**src/err_therm_pkg.sv**
```systemverilog
// Package with timing constants and state codes for the error and thermal signalling block.
package err_therm_pkg;

    // ------------------------------------------------------------
    // Timing
    // ------------------------------------------------------------
    localparam int unsigned FAULT_PULSE_CYCLES = 16;     // Machine-check pulse length in bus clocks.
    localparam int unsigned PULSE_CNT_W        = 5;      // Counter width, holds 0..16.
    localparam logic [PULSE_CNT_W-1:0] PULSE_LEN = 5'h10; // Pulse length at counter width.
    localparam logic [PULSE_CNT_W-1:0] CNT_ZERO  = 5'h00; // Idle counter value.
    localparam logic [PULSE_CNT_W-1:0] CNT_ONE   = 5'h01; // Decrement step.

    // ------------------------------------------------------------
    // Fatal-error sequencer states
    // ------------------------------------------------------------
    typedef enum logic [1:0] {
        FE_IDLE  = 2'b00,  // Output released.
        FE_PULSE = 2'b01,  // Timed machine-check pulse.
        FE_LATCH = 2'b10   // Held until reset.
    } fe_state_e;

endpackage : err_therm_pkg

```
**src/therm_if.sv**
```systemverilog
// Interface carrying thermal status between the top module and the throttle unit.
`timescale 1ns/100ps
`default_nettype none
interface therm_if;
    logic hot_req;       // Internal sensor at maximum safe temperature.
    logic ext_hot;       // Over-temperature pin driven low from outside.
    logic throttle_en;   // Throttle circuit enabled.
    logic throttle_on;   // Throttle circuit active.
    logic drive_pin;     // Device pulls the over-temperature pin low.

    modport top (output hot_req, output ext_hot, output throttle_en,
                 input throttle_on, input drive_pin);
    modport unit (input hot_req, input ext_hot, input throttle_en,
                  output throttle_on, output drive_pin);
endinterface : therm_if
`default_nettype wire

```
**src/thermal_throttle_unit.sv**
```systemverilog
// Thermal throttle unit: drives the over-temperature pin and the throttle activity.
`timescale 1ns/100ps
`default_nettype none
module thermal_throttle_unit
    import err_therm_pkg::*;
(
    input  wire logic clk_sys,
    input  wire logic rst,
    therm_if.unit     tif
);
    import err_therm_pkg::*;

    // ------------------------------------------------------------
    // Pin drive and throttle
    // ------------------------------------------------------------
    logic drive_q;    // Registered pin pull-down.
    logic throttle_q; // Registered throttle activity.
    logic throttle_d; // Next throttle value.

    // Throttle follows either hot source, but only while enabled.
    assign throttle_d = tif.throttle_en & (tif.hot_req | tif.ext_hot);

    // The pin is pulled low only for our own sensor; an external
    // assertion is never echoed, which would latch the wire forever.
    always_ff @(posedge clk_sys)
    begin
        if (rst)
        begin
            drive_q    <= 1'b0;
            throttle_q <= 1'b0;
        end
        else
        begin
            drive_q    <= tif.hot_req;
            throttle_q <= throttle_d;
        end
    end

    assign tif.drive_pin   = drive_q;
    assign tif.throttle_on = throttle_q;

    // ------------------------------------------------------------
    // Checks
    // ------------------------------------------------------------
    a_pin_follows_hot: assert property (@(posedge clk_sys) disable iff (rst)
        tif.hot_req |=> tif.drive_pin)
        else $error("pin not driven while hot");
    a_throttle_gated: assert property (@(posedge clk_sys) disable iff (rst)
        !tif.throttle_en |=> !tif.throttle_on)
        else $error("throttle active while disabled");
    a_ext_throttle: assert property (@(posedge clk_sys) disable iff (rst)
        (tif.ext_hot && tif.throttle_en) |=> tif.throttle_on)
        else $error("external hot did not throttle");
    c_ext_throttle: cover property (@(posedge clk_sys) disable iff (rst)
        tif.ext_hot && !tif.hot_req ##1 tif.throttle_on);
endmodule : thermal_throttle_unit
`default_nettype wire

```
**src/error_thermal_signalling.sv**
```systemverilog
// Top of the fatal-error and thermal signalling logic.
//
// Summary of operation
// Machine-check fault pulses fatal output 16 cycles.
// Internal fault holds fatal output until reset.
// Only unrecoverable faults assert the fatal output.
// Drive over-temperature pin at maximum safe temperature.
// Over-temperature throttles only when throttling enabled.
// External over-temperature drive also activates throttling.
// Shutdown temperature halts execution, asserts shutdown output.
// Active-low pins; fatal and shutdown inactive after reset.
`timescale 1ns/100ps
`default_nettype none
module error_thermal_signalling
    import err_therm_pkg::*;
(
    input  wire logic clk_sys,             // Bus clock, 10 MHz.
    input  wire logic rst,                 // Synchronous reset, warm or cold.
    input  wire logic machine_check_fault, // One-cycle: non-recoverable machine check.
    input  wire logic internal_fault,      // One-cycle: unrecoverable internal fault.
    input  wire logic temp_at_max,         // Level: sensor at maximum safe temperature.
    input  wire logic temp_trip,           // Level: junction above the trip point.
    input  wire logic throttle_enable,     // Level: throttle circuit enabled.
    output logic      fatal_error_n,       // Fatal-error output, active low.
    input  wire logic over_temp_n_in,      // Over-temperature pin level, active low.
    output logic      over_temp_n_out,     // Over-temperature drive value, always low.
    output logic      over_temp_n_oe,      // High while the device pulls the pin.
    output logic      throttle_active,     // Throttle circuit active.
    output logic      thermal_shutdown_n,  // Thermal shutdown, active low.
    output logic      exec_halt            // Stops all instruction execution.
);
    import err_therm_pkg::*;

    // ------------------------------------------------------------
    // Fatal-error sequencer
    // ------------------------------------------------------------
    fe_state_e               fe_q;     // Sequencer state.
    fe_state_e               fe_d;     // Next state.
    logic [PULSE_CNT_W-1:0]  cnt_q;    // Remaining pulse cycles.
    logic [PULSE_CNT_W-1:0]  cnt_d;    // Next counter value.
    logic                    fatal_q;  // Registered active-high fatal flag.
    logic                    pulse_end; // Last pulse cycle.

    assign pulse_end = (cnt_q == CNT_ONE);

    // Internal fault outranks everything and is sticky; a machine check
    // during a running pulse does not restart it, so the length stays fixed.
    always_comb
    begin
        fe_d  = fe_q;
        cnt_d = cnt_q;
        case (fe_q)
            FE_IDLE:
            begin
                if (internal_fault)
                begin
                    fe_d = FE_LATCH;
                end
                else if (machine_check_fault)
                begin
                    fe_d  = FE_PULSE;
                    cnt_d = PULSE_LEN;
                end
            end
            FE_PULSE:
            begin
                if (internal_fault)
                begin
                    fe_d  = FE_LATCH;
                    cnt_d = CNT_ZERO;
                end
                else if (pulse_end)
                begin
                    fe_d  = FE_IDLE;
                    cnt_d = CNT_ZERO;
                end
                else
                begin
                    cnt_d = cnt_q - CNT_ONE;
                end
            end
            FE_LATCH:
            begin
                fe_d = FE_LATCH;
            end
            default:
            begin
                fe_d  = FE_IDLE;
                cnt_d = CNT_ZERO;
            end
        endcase
    end

    // State registers; reset is the only exit from the latched state.
    always_ff @(posedge clk_sys)
    begin
        if (rst)
        begin
            fe_q  <= FE_IDLE;
            cnt_q <= CNT_ZERO;
        end
        else
        begin
            fe_q  <= fe_d;
            cnt_q <= cnt_d;
        end
    end

    // Output flop, so the pin is glitch free.
    always_ff @(posedge clk_sys)
    begin
        if (rst)
        begin
            fatal_q <= 1'b0;
        end
        else
        begin
            fatal_q <= (fe_d != FE_IDLE);
        end
    end

    assign fatal_error_n = ~fatal_q;

    // ------------------------------------------------------------
    // Thermal shutdown
    // ------------------------------------------------------------
    logic trip_q; // Sticky trip; cooling does not resume execution.

    // Once tripped, only reset clears it; a warm reset on rst is enough, no power cycle.
    always_ff @(posedge clk_sys)
    begin
        if (rst)
        begin
            trip_q <= 1'b0;
        end
        else if (temp_trip)
        begin
            trip_q <= 1'b1;
        end
    end

    assign thermal_shutdown_n = ~trip_q;
    assign exec_halt          = trip_q;

    // ------------------------------------------------------------
    // Over-temperature pin and throttle
    // ------------------------------------------------------------
    therm_if tif ();

    assign tif.hot_req     = temp_at_max;
    assign tif.ext_hot     = ~over_temp_n_in & ~tif.drive_pin;
    assign tif.throttle_en = throttle_enable;

    thermal_throttle_unit u_throttle (
        .clk_sys (clk_sys),
        .rst     (rst),
        .tif     (tif)
    );

    // Open drain: the driven value is always low, only the enable moves.
    assign over_temp_n_out = 1'b0;
    assign over_temp_n_oe  = tif.drive_pin;
    assign throttle_active = tif.throttle_on;

    // ------------------------------------------------------------
    // Check helpers
    // ------------------------------------------------------------
    // Measures the fatal pulse apart from the sequencer counter, so a wrong
    // reload or end compare shows up; a long repetition in a property would
    // cost the tools far more than this small counter does.
    logic [PULSE_CNT_W-1:0] low_run_q;  // Consecutive cycles with the fatal output low.
    logic                   low_sat;    // Counter at its ceiling, one past the pulse.
    logic [PULSE_CNT_W-1:0] pulse_last; // Count seen on the last pulse cycle.

    assign low_sat    = (low_run_q == PULSE_LEN + CNT_ONE);
    assign pulse_last = PULSE_LEN - CNT_ONE;

    // Cleared while the output is high, so each pulse is measured alone.
    always_ff @(posedge clk_sys)
    begin
        if (rst || fatal_error_n)
        begin
            low_run_q <= CNT_ZERO;
        end
        else if (!low_sat)
        begin
            low_run_q <= low_run_q + CNT_ONE;
        end
    end

    // ------------------------------------------------------------
    // Checks
    // ------------------------------------------------------------
    // The early-release and end pulse checks lean on the helper counter; an internal fault inside a
    // pulse legally turns it into a held level, so those cases are let through.
    a_mc_pulse_len: assert property (@(posedge clk_sys) disable iff (rst)
        (fe_q == FE_IDLE && machine_check_fault && !internal_fault) |=>
        (!fatal_error_n && fe_q != FE_IDLE)[*8])
        else $error("machine check pulse too short");
    a_mc_no_early: assert property (@(posedge clk_sys) disable iff (rst)
        (fe_q == FE_PULSE && low_run_q < pulse_last) |=> !fatal_error_n)
        else $error("machine check pulse released early");
    a_mc_pulse_end: assert property (@(posedge clk_sys) disable iff (rst)
        (fe_q == FE_PULSE && low_run_q == pulse_last && !internal_fault) |=> fatal_error_n)
        else $error("machine check pulse not released after 16");
    a_internal_holds: assert property (@(posedge clk_sys) disable iff (rst)
        (internal_fault) |=> (!fatal_error_n)[*8])
        else $error("internal fault not held");
    a_no_cause: assert property (@(posedge clk_sys) disable iff (rst)
        (fe_q == FE_IDLE && !machine_check_fault && !internal_fault) |=> fatal_error_n)
        else $error("fatal output without cause");
    a_trip_halts: assert property (@(posedge clk_sys) disable iff (rst)
        temp_trip |=> (!thermal_shutdown_n && exec_halt))
        else $error("trip did not halt");
    a_reset_idle: assert property (@(posedge clk_sys)
        rst |=> (fatal_error_n && thermal_shutdown_n))
        else $error("outputs active after reset");

    // Cover points for the main scenarios: a full pulse, a held level and a trip.
    c_mc_pulse: cover property (@(posedge clk_sys) disable iff (rst)
        machine_check_fault ##17 fatal_error_n);
    c_internal: cover property (@(posedge clk_sys) disable iff (rst)
        internal_fault ##2 !fatal_error_n);
    c_trip: cover property (@(posedge clk_sys) disable iff (rst)
        temp_trip ##1 exec_halt);
endmodule : error_thermal_signalling
`default_nettype wire

```
**config.mk**
```make
export PLATFORM = sky130hd
export DESIGN_NAME = error_thermal_signalling
export DESIGN_NICKNAME = d
export VERILOG_FILES = /design/src/err_therm_pkg.sv /design/src/therm_if.sv /design/src/thermal_throttle_unit.sv /design/src/error_thermal_signalling.sv
export SDC_FILE = /design/constraint.sdc
export NUM_CORES = 1
export LEC_CHECK = 0
export ABC_AREA = 0
export CORE_MARGIN = 3
export CORE_UTILIZATION = 40
export CTS_CLUSTER_SIZE = 30
export DETAILED_ROUTE_END_ITERATION = 8
export DONT_BUFFER_PORTS = 1
export PLACE_DENSITY_LB_ADDON = 0.15
export SLEW_MARGIN = 20
export SYNTH_ARGS = -nofsm -noshare
export SYNTH_HDL_FRONTEND = slang
export SYNTH_SLANG_ARGS = --single-unit
```
**constraint.sdc**
```tcl
create_clock -name clk_sys -period 2.3 [get_ports clk_sys]
set_input_delay 0 -clock clk_sys [delete_from_list [all_inputs] [get_ports clk_sys]]
set_output_delay 0 -clock clk_sys [all_outputs]
set_load 0.01 [all_outputs]
```
==> results of run 1 <==
-- worst max-delay path by stage --
stage | endpoint | cells past startpoint
floorplan | cnt_q[3] | 3
global placement | cnt_q[3] | 3
detailed placement | cnt_q[3] | 3
CTS | cnt_q[3] | 4
global route | cnt_q[3] | 4
finish | cnt_q[3] | 4
-- worst min-delay path: cells and delay by family --
kind	cells	cell delay [ps]
compound gates	2	210
simple gates	1	50
-- power by group through the flow --
stage	logic (mW)	registers [mW]	clock network, mW
final	0.0478	0.211	0.128
after global routing	0.0534	0.212	0.151
after CTS	0.0475	0.211	0.135
after detailed placement	0.0334	0.215	0
after global placement	0.0343	0.215	0
after floorplan	0.0326	0.213	0
-- layer usage --
| metal | GRT usage | routed length [um] | part of all wire |
|---|---|---|---|
| met2 | 0.234 | 558 | 0.49 |
| met4 | 0.0559 | 8 | 0.0070 |
| met1 | 0.162 | 507 | 0.45 |
| met3 | 0.0773 | 60 | 0.053 |
| met5 | 0 | 0 | 0 |
-- cells by family (layout without fill, tap and decap cells) --
group,after synthesis,after routing,synth area share
and+or+nand+nor,27,27,0.318
DFF,11,11,0.414
AOI/OAI and AO/OA,9,9,0.122
buffers and inverters,7,17,0.0565
adders and majority gates,2,2,0.0471
other,1,1,0.00705
xor gates and xnor gates,1,1,0.0165
muxes,1,1,0.0188
-- layout make-up --
cell class / instances / area, um2
multi-input cells: 41 / 282
fillers: 119 / 527
clock buffers: 4 / 26.3
inverters: 5 / 18.8
flip-flops and latches: 11 / 220
repair buffers: 8 / 80.1
well taps: 14 / 17.5
-- per-stage QoR --
step	std cells	total power, mW	hold slack, ps	area [um2]	setup WS (ps)
after detailed placement	71	0.248	73.4	538	776
after global placement	71	0.249	72.4	538	792
after global routing	83	0.417	19.4	644	43.5
final	83	0.387	38.7	644	215
after CTS	83	0.393	34.7	644	217
after floorplan	59	0.245	116	532	843
-- layout by cell type (no fill, tap or decap) --
cell type,netlist,routed
nand3_1,2,2
mux2i_1,1,1
o22ai_1,2,2
or4b_1,2,2
o21bai_1,1,1
nor4b_1,1,1
clkbuf_1,1,1
nor3b_1,4,4
dfxtp_1,11,11
ha_1,2,2
or3b_1,2,2
nand3b_1,1,1
o32a_1,1,1
nor2_1,9,9
a21oi_1,1,1
o21ai_0,1,1
inv_1,5,5
nand2_1,1,1
nand4_1,1,1
a221oi_1,1,1
nor2b_1,2,2
nor3b_2,1,1
or3_1,1,1
a31oi_1,1,1
clkbuf_4,0,3
xnor2_1,1,1
dlygate4sd3_1,0,8
a32o_1,1,1
conb_1,1,1
-- sequential cells by signal, summed over array words and instances, names as in the netlist --
signal	count
u_throttle.tif.throttle_on	1
cnt_q	5
exec_halt	1
fatal_q	1
fe_q	2
u_throttle.tif.drive_pin	1
-- repair_timing --
item	CTS	global route
hold endpoints to repair	11	0
resized for setup	0	0
hold buffers	8	0
==> flow_metrics.env, run 1 <==
export IMPL_portBuffers=0
export IMPL_max_cap_violations=0
export IMPL_slew_viol_final=0
export IMPL_finalSetupViolCount=0
export IMPL_wl_per_cell_um=13.7
export IMPL_rsz0062_at_grt="false"
export IMPL_slowest_stage="dlygate4sd3_1"
export IMPL_arrival_ps=2300
export IMPL_ys_warn_count=0
export IMPL_cp_top_family="simple AND/OR/NAND/NOR gates"
export IMPL_worstSetupStartpoint="fe_q[0]"
export IMPL_root_buffer="clkbuf_4"
export IMPL_leakage_nw=0.241
export IMPL_initial_utilization=0.454
export IMPL_power_switching_uw=94.1
export IMPL_core_area_um2=1170
export IMPL_critical_path_max_stage_delay_ps=550
export IMPL_routed_via_density=5.43
export IMPL_dieArea_um2=1800
export IMPL_syn_num_nets=69
export IMPL_worstReg2RegStart="fe_q[0]"
export IMPL_vias=451
export IMPL_grt_pass1_vias=456
export IMPL_syn2layout_area_growth_pct=21.2
export IMPL_ys_flop_type="dfxtp_1"
export IMPL_synth_async_reset_ratio=0
export IMPL_fin_worst_skew_ps=3.32
export IMPL_io_pins=14
export IMPL_first_iter_violations=7
export IMPL_die_width_um=42.5
export IMPL_hold_start="internal_fault"
export IMPL_synthDistinctLibCells=28
export IMPL_power_frac_clock=0.331
export IMPL_crit_path_end_kind="flip-flop"
export IMPL_ys_seq_area_frac=0.414
export IMPL_tns_ps=0
export IMPL_synth_edf_count=0
export IMPL_critPathKind="reg -> reg"
export IMPL_antennaDiodeCount=0
export IMPL_netlist_instances=59
export IMPL_ant_nets=0
export IMPL_synth_top_area_frac=0.414
export IMPL_numCtsBuffers=3
export IMPL_htreeDepth=1
export IMPL_syn_cell_area_um2=532
export IMPL_final_util=0.550
export IMPL_hold_viol=0
export IMPL_r2r_end="cnt_q[3]"
export IMPL_overflow=0
export IMPL_yosysMostFrequentCell="dfxtp_1"
export IMPL_syn_area_per_cell_um2=9.01
export IMPL_tritoncts="built"
export IMPL_hp_class="in -> reg"
export IMPL_drc=0
export IMPL_worstHoldEndpoint="cnt_q[4]"
export IMPL_dp_hpwl_um=738
export IMPL_grt_max_degree=13
export IMPL_p_int_uw=293
export IMPL_dr_pass1_iters=4
export IMPL_status="finished clean"
export IMPL_nets=80
export IMPL_path_buf_inv=1
export IMPL_worst_setup_path_start_kind="flip-flop"
export IMPL_synth_common_cells="11 x dfxtp_1, 9 x nor2_1, 5 x inv_1"
export IMPL_core_rowCount=12
export IMPL_crit_fanout=8
export IMPL_grt_pass1_wl_um=1940
export IMPL_fin_crit_ps=2080
export IMPL_antenna_found_initial=0
export IMPL_fmax_mhz=480
export IMPL_dieHeight_um=42.5
export IMPL_drive_above_1_share=0.0580
export IMPL_grt_use_total=0.146
export IMPL_period_share=0.906
export IMPL_p_seq_frac=0.545
export IMPL_clk_path_buf_depth=2
export IMPL_synth_seq_cells=11
export IMPL_cts_setup_buffers=0
export IMPL_synth_top_area_cell="dfxtp_1"
export IMPL_cts_sinks=11
export IMPL_ir_worst_vdd_uv=280
export IMPL_p_comb_frac=0.123
export IMPL_rrSetupSlack_ps=220
export IMPL_switching_share=0.243
export IMPL_clk_latency_ps=270
export IMPL_reg2reg_depth=4
export IMPL_worstPathRequired_ps=2520
export IMPL_min_path_cells=3
export IMPL_gp_congestion=0.781
export IMPL_path_cells="or3b_1, or4b_1, a31oi_1, dlygate4sd3_1"
export IMPL_routed_wl_um=1140
export IMPL_clk_pin_slew_ps=70
export IMPL_powerDensity_nw_per_um2=601
export IMPL_yosys_top_cells_area="dfxtp_1 41%, nor2_1 6.4%, nor3b_1 5.6%"
No activity file was read; power rests on OpenSTA's default activity.
==> run 2, diff against run 1 <==
- PLACE_DENSITY_LB_ADDON: 0.15 -> unset
==> run 2 against run 1 <==
Against the previous run: via count rose by 2.0%; non-clock buffer count is the same; hold slack lost 8.0 ps; largest cell class unchanged; combinational power hardly changed; global-route usage fell by 0.28 points; highest routed layer unchanged; design area unchanged.
==> flow_metrics.env, run 2 (same netlist as run 1, synthesis figures left out) <==
export IMPL_fin_crit_ps=2090
export IMPL_dieArea_um2=1800
export IMPL_worst_setup_path_start_kind="flip-flop"
export IMPL_first_iter_violations=8
export IMPL_clk_latency_ps=280
export IMPL_reg_top3="cnt_q x5, fe_q x2"
export IMPL_min_path_cells=2
export IMPL_crit_fanout=8
export IMPL_dr_pass1_iters=4
export IMPL_tns_ps=0
export IMPL_nFillCells=108
export IMPL_fmax_mhz=479
export IMPL_dp_slack_ps=785
export IMPL_ant_nets=0
export IMPL_wl_per_cell_um=13.6
export IMPL_overflow=0
export IMPL_fin_worst_skew_ps=5.68
export IMPL_final_util=0.550
export IMPL_ir_worst_vdd_uv=393
export IMPL_io_pins=14
export IMPL_status="finished clean"
export IMPL_powerDensity_nw_per_um2=616
export IMPL_top_register="cnt_q"
export IMPL_grt_pass1_wl_um=1890
export IMPL_die_width_um=42.5
export IMPL_drc=0
export IMPL_crit_path_end_kind="flip-flop"
export IMPL_ctsResizeCount=0
export IMPL_period_share=0.907
export IMPL_worstReg2RegStart="fe_q[0]"
export IMPL_grt_use_total=0.143
export IMPL_regArea_um2=220
export IMPL_critPathKind="reg -> reg"
export IMPL_multi_input_area_um2=282
export IMPL_grt_max_degree=13
export IMPL_dieHeight_um=42.5
export IMPL_slew_viol_final=0
export IMPL_antenna_found_initial=0
export IMPL_finalPower_uw=397
export IMPL_worst_slack_ps=214
export IMPL_hp_class="in -> reg"
export IMPL_final_cells=83
export IMPL_max_cap_violations=0
export IMPL_leakage_nw=0.241
export IMPL_gp_congestion=0.788
export IMPL_vias=460
export IMPL_finalSetupViolCount=0
export IMPL_core_area_um2=1170
export IMPL_routed_wl_um=1130
export IMPL_antennaDiodeCount=0
export IMPL_core_rowCount=12
export IMPL_grt_pass1_vias=422
export IMPL_tritoncts="built"
export IMPL_dp_hpwl_um=740
export IMPL_rrSetupSlack_ps=210
export IMPL_routed_via_density=5.54
export IMPL_hold_start="rst"
export IMPL_hold_viol=0
export IMPL_final_common_cell="dfxtp_1"
export IMPL_syn2layout_area_growth_pct=21.2
export IMPL_nets=80
export IMPL_cts_sinks=11
export IMPL_worstHoldEndpoint="cnt_q[2]"
export IMPL_rsz0062_at_grt="false"
export IMPL_arrival_ps=2310
export IMPL_portBuffers=0
export IMPL_cts_setup_buffers=0
export IMPL_clk_path_buf_depth=2
export IMPL_root_buffer="clkbuf_4"
export IMPL_clk_pin_slew_ps=80
export IMPL_layout_common_cells="11 x dfxtp_1, 9 x nor2_1, 8 x dlygate4sd3_1"
export IMPL_drive_above_1_share=0.0580
export IMPL_dpl_cell_count=71
export IMPL_r2r_end="cnt_q[3]"
export IMPL_largest_register_ffs=5
export IMPL_reg2reg_depth=4
export IMPL_numCtsBuffers=3
export IMPL_initial_utilization=0.454
export IMPL_htreeDepth=1
export IMPL_worstPathRequired_ps=2530
-- run 2: what timing repair did --
action                                  CTS  global route
endpoints found under the setup margin    0             0
hold buffers                              8             0
hold endpoints to repair                 11             0
-- run 2: cell type report --
class                   count  area share
repair buffers              8       0.124
inverters                   5      0.0291
multi-input cells          41       0.437
clock buffers               4      0.0408
well taps                  14      0.0272
flip-flops and latches     11       0.342
-- run 2: worst max-delay path by stage --
stage,start,to,slack (ps),depth (start not counted)
final,fe_q[0],cnt_q[3],210,4
after CTS,fe_q[0],cnt_q[3],230,4
after global placement,fe_q[0],cnt_q[3],800,3
after global routing,fe_q[0],cnt_q[3],60,4
after floorplan,fe_q[0],cnt_q[3],840,3
after detailed placement,fe_q[0],cnt_q[3],790,3
-- run 2: metal layers --
metal,track usage,routed length [um]
met1,0.174,521
met2,0.198,502
met3,0.0558,57
met4,0.112,44
met5,0,0
-- run 2: where the power goes --
group          total, mW  switching [mW]  internal [mW]
Clock              0.139          0.0713         0.0674
Sequential         0.210          0.0103          0.200
Combinational     0.0478          0.0224         0.0255
-- run 2: per-stage QoR --
step / area (um2) / hold WS (ps)
after CTS: 644 / 28.6
after global routing: 644 / 21.9
after detailed placement: 538 / 73.8
after floorplan: 532 / 116
final: 644 / 30.6
after global placement: 538 / 72.0
-- run 2: worst max-delay path: stages (launching register included) --
cell and delay (ps):
dfxtp_1 450, or3b_1 410, or4b_1 470, a31oi_1 160
dlygate4sd3_1 550
==> run 3, diff against run 2 <==
- SYNTH_HIERARCHICAL: unset -> 1
==> run 3 against run 2 <==
Against the previous run: first-iteration DRC count increased by 25%; largest power group unchanged; via count unchanged; combinational power rose by 0.8%; core utilization down 0.27 points; die area increased by 0.80%; design area increased by 0.78%; non-clock buffer count is the same.
==> flow_metrics.env, run 3 <==
export IMPL_status="finished clean"
export IMPL_worst_setup_path_start_kind="flip-flop"
export IMPL_grt_use_total=0.135
export IMPL_critical_path_max_stage_delay_ps=550
export IMPL_clk_latency_ps=270
export IMPL_largest_register_ffs=5
export IMPL_tns_ps=0
export IMPL_rsz0062_at_grt="false"
export IMPL_synthDistinctLibCells=28
export IMPL_antennaDiodeCount=0
export IMPL_synth_top_area_cell="dfxtp_1"
export IMPL_grt_pass1_wl_um=1800
export IMPL_ys_warn_count=6
export IMPL_period_share=0.905
export IMPL_leakage_nw=0.243
export IMPL_cts_setup_buffers=0
export IMPL_hold_viol=0
export IMPL_synth_top_area_frac=0.410
export IMPL_root_buffer="clkbuf_4"
export IMPL_ant_nets=0
export IMPL_powerDensity_nw_per_um2=602
export IMPL_dp_hpwl_um=704
export IMPL_dieHeight_um=42.6
export IMPL_core_area_um2=1190
export IMPL_dr_pass1_iters=4
export IMPL_slew_viol_final=0
export IMPL_io_pins=14
export IMPL_antenna_found_initial=0
export IMPL_drc=0
export IMPL_crit_path_end_kind="flip-flop"
export IMPL_reg2reg_depth=4
export IMPL_netlist_instances=59
export IMPL_die_width_um=42.6
export IMPL_ys_seq_area_frac=0.410
export IMPL_synth_common_cells="11 x dfxtp_1, 9 x nor2_1, 5 x inv_1"
export IMPL_yosys_top_cells_area="dfxtp_1 41%, nor2_1 6.3%, ha_1 4.7%"
export IMPL_syn2layout_area_growth_pct=21.0
export IMPL_crit_fanout=8
export IMPL_layout_common_cells="11 x dfxtp_1, 9 x nor2_1, 8 x dlygate4sd3_1"
export IMPL_worstPathRequired_ps=2520
export IMPL_worstHoldEndpoint="cnt_q[2]"
export IMPL_dieArea_um2=1820
export IMPL_core_rowCount=12
export IMPL_clk_path_buf_depth=2
export IMPL_hp_class="in -> reg"
export IMPL_synth_edf_count=0
export IMPL_critPathKind="reg -> reg"
export IMPL_overflow=0
export IMPL_ys_flop_type="dfxtp_1"
export IMPL_initial_utilization=0.453
export IMPL_clk_pin_slew_ps=70
export IMPL_syn_cell_area_um2=537
export IMPL_grt_pass1_vias=429
export IMPL_syn_num_nets=69
export IMPL_ir_worst_vdd_uv=376
export IMPL_htreeDepth=1
export IMPL_routed_via_density=5.54
export IMPL_worstReg2RegStart="fe_q[0]"
export IMPL_fin_crit_ps=2080
export IMPL_synth_seq_cells=11
export IMPL_numCtsBuffers=3
export IMPL_arrival_ps=2300
export IMPL_tritoncts="built"
export IMPL_drive_above_1_share=0.0725
export IMPL_final_cells=83
export IMPL_gp_congestion=0.783
export IMPL_max_cap_violations=0
export IMPL_routed_wl_um=1060
export IMPL_portBuffers=0
export IMPL_yosysMostFrequentCell="dfxtp_1"
export IMPL_min_path_cells=2
export IMPL_finalSetupViolCount=0
export IMPL_r2r_end="cnt_q[3]"
export IMPL_slowest_stage="dlygate4sd3_1"
export IMPL_ctsHoldBuffers=8
export IMPL_fin_worst_skew_ps=6.11
export IMPL_vias=460
export IMPL_first_iter_violations=10
export IMPL_grt_max_degree=13
export IMPL_syn_area_per_cell_um2=9.10
export IMPL_synth_async_reset_ratio=0
export IMPL_rrSetupSlack_ps=220
export IMPL_path_cells="or3b_1, or4b_1, a31oi_1, dlygate4sd3_1"
export IMPL_top_register="cnt_q"
export IMPL_hold_start="rst"
export IMPL_nets=80
export IMPL_dpl_cell_count=71
export IMPL_final_common_cell="dfxtp_1"
export IMPL_ctsResizeCount=0
export IMPL_wl_per_cell_um=12.7
export IMPL_fmax_mhz=480
export IMPL_cts_sinks=11
export IMPL_reg_top3="cnt_q x5, fe_q x2"
run 3: changes by cell type after synthesis:
cell     before  now
nor3b_1       4    3
nor3b_2       1    2
run 3: worst max path at each step:
stage	startpoint	to	slack, ps	depth (start not counted)
after floorplan	fe_q[0]	cnt_q[3]	840	3
after global placement	fe_q[0]	cnt_q[3]	800	3
after detailed placement	fe_q[0]	cnt_q[3]	770	3
after CTS	fe_q[0]	cnt_q[3]	220	4
after global routing	fe_q[0]	cnt_q[3]	170	4
final	fe_q[0]	cnt_q[3]	220	4
run 3: layout make-up:
cell class	count	area [um2]
fillers	112	537
multi-input cells	41	287
flip-flops and latches	11	220
repair buffers	8	80.1
clock buffers	4	26.3
inverters	5	18.8
well taps	14	17.5
run 3: report_power, final:
group / switching, mW / total [mW] / internal (mW)
sequential: 0.00995 / 0.210 / 0.200
clock: 0.0655 / 0.133 / 0.0672
combinational: 0.0225 / 0.0482 / 0.0257
total: 0.0979 / 0.391 / 0.293
run 3: worst max-delay path: cells and delay by family (launching register included):
family | cells | cell delay, ps
AO/OA/AOI/OAI | 1 | 160
AND/OR/NAND/NOR | 2 | 880
flip-flops | 1 | 440
buffers and inverters | 1 | 550
run 3: per-layer routing:
| metal | part of all wire | track usage |
|---|---|---|
| met1 | 0.46 | 0.159 |
| met2 | 0.46 | 0.204 |
| met3 | 0.075 | 0.0815 |
| met4 | 0.0076 | 0.0373 |
| met5 | 0 | 0 |
run 3: cells by family after synthesis:
logic type / synth area share
muxes: 0.0186
xor gates and xnor gates: 0.0163
buffers and inverters: 0.0559
other: 0.00699
AOI/OAI and AO/OA: 0.121
DFF: 0.410
and+or+nand+nor: 0.324
adders and majority gates: 0.0466
run 3: stage by stage:
step / area [um2] / hold WS (ps) / setup WS, ps / total power, mW / util
after detailed placement: 543 / 72.4 / 767 / 0.249 / 0.458
after floorplan: 537 / 69.5 / 843 / 0.246 / -
after global routing: 649 / 43.7 / 169 / 0.414 / 0.547
after global placement: 543 / 71.6 / 804 / 0.249 / 0.458
after CTS: 649 / 34.5 / 222 / 0.396 / 0.547
final: 649 / 41.1 / 218 / 0.391 / 0.547
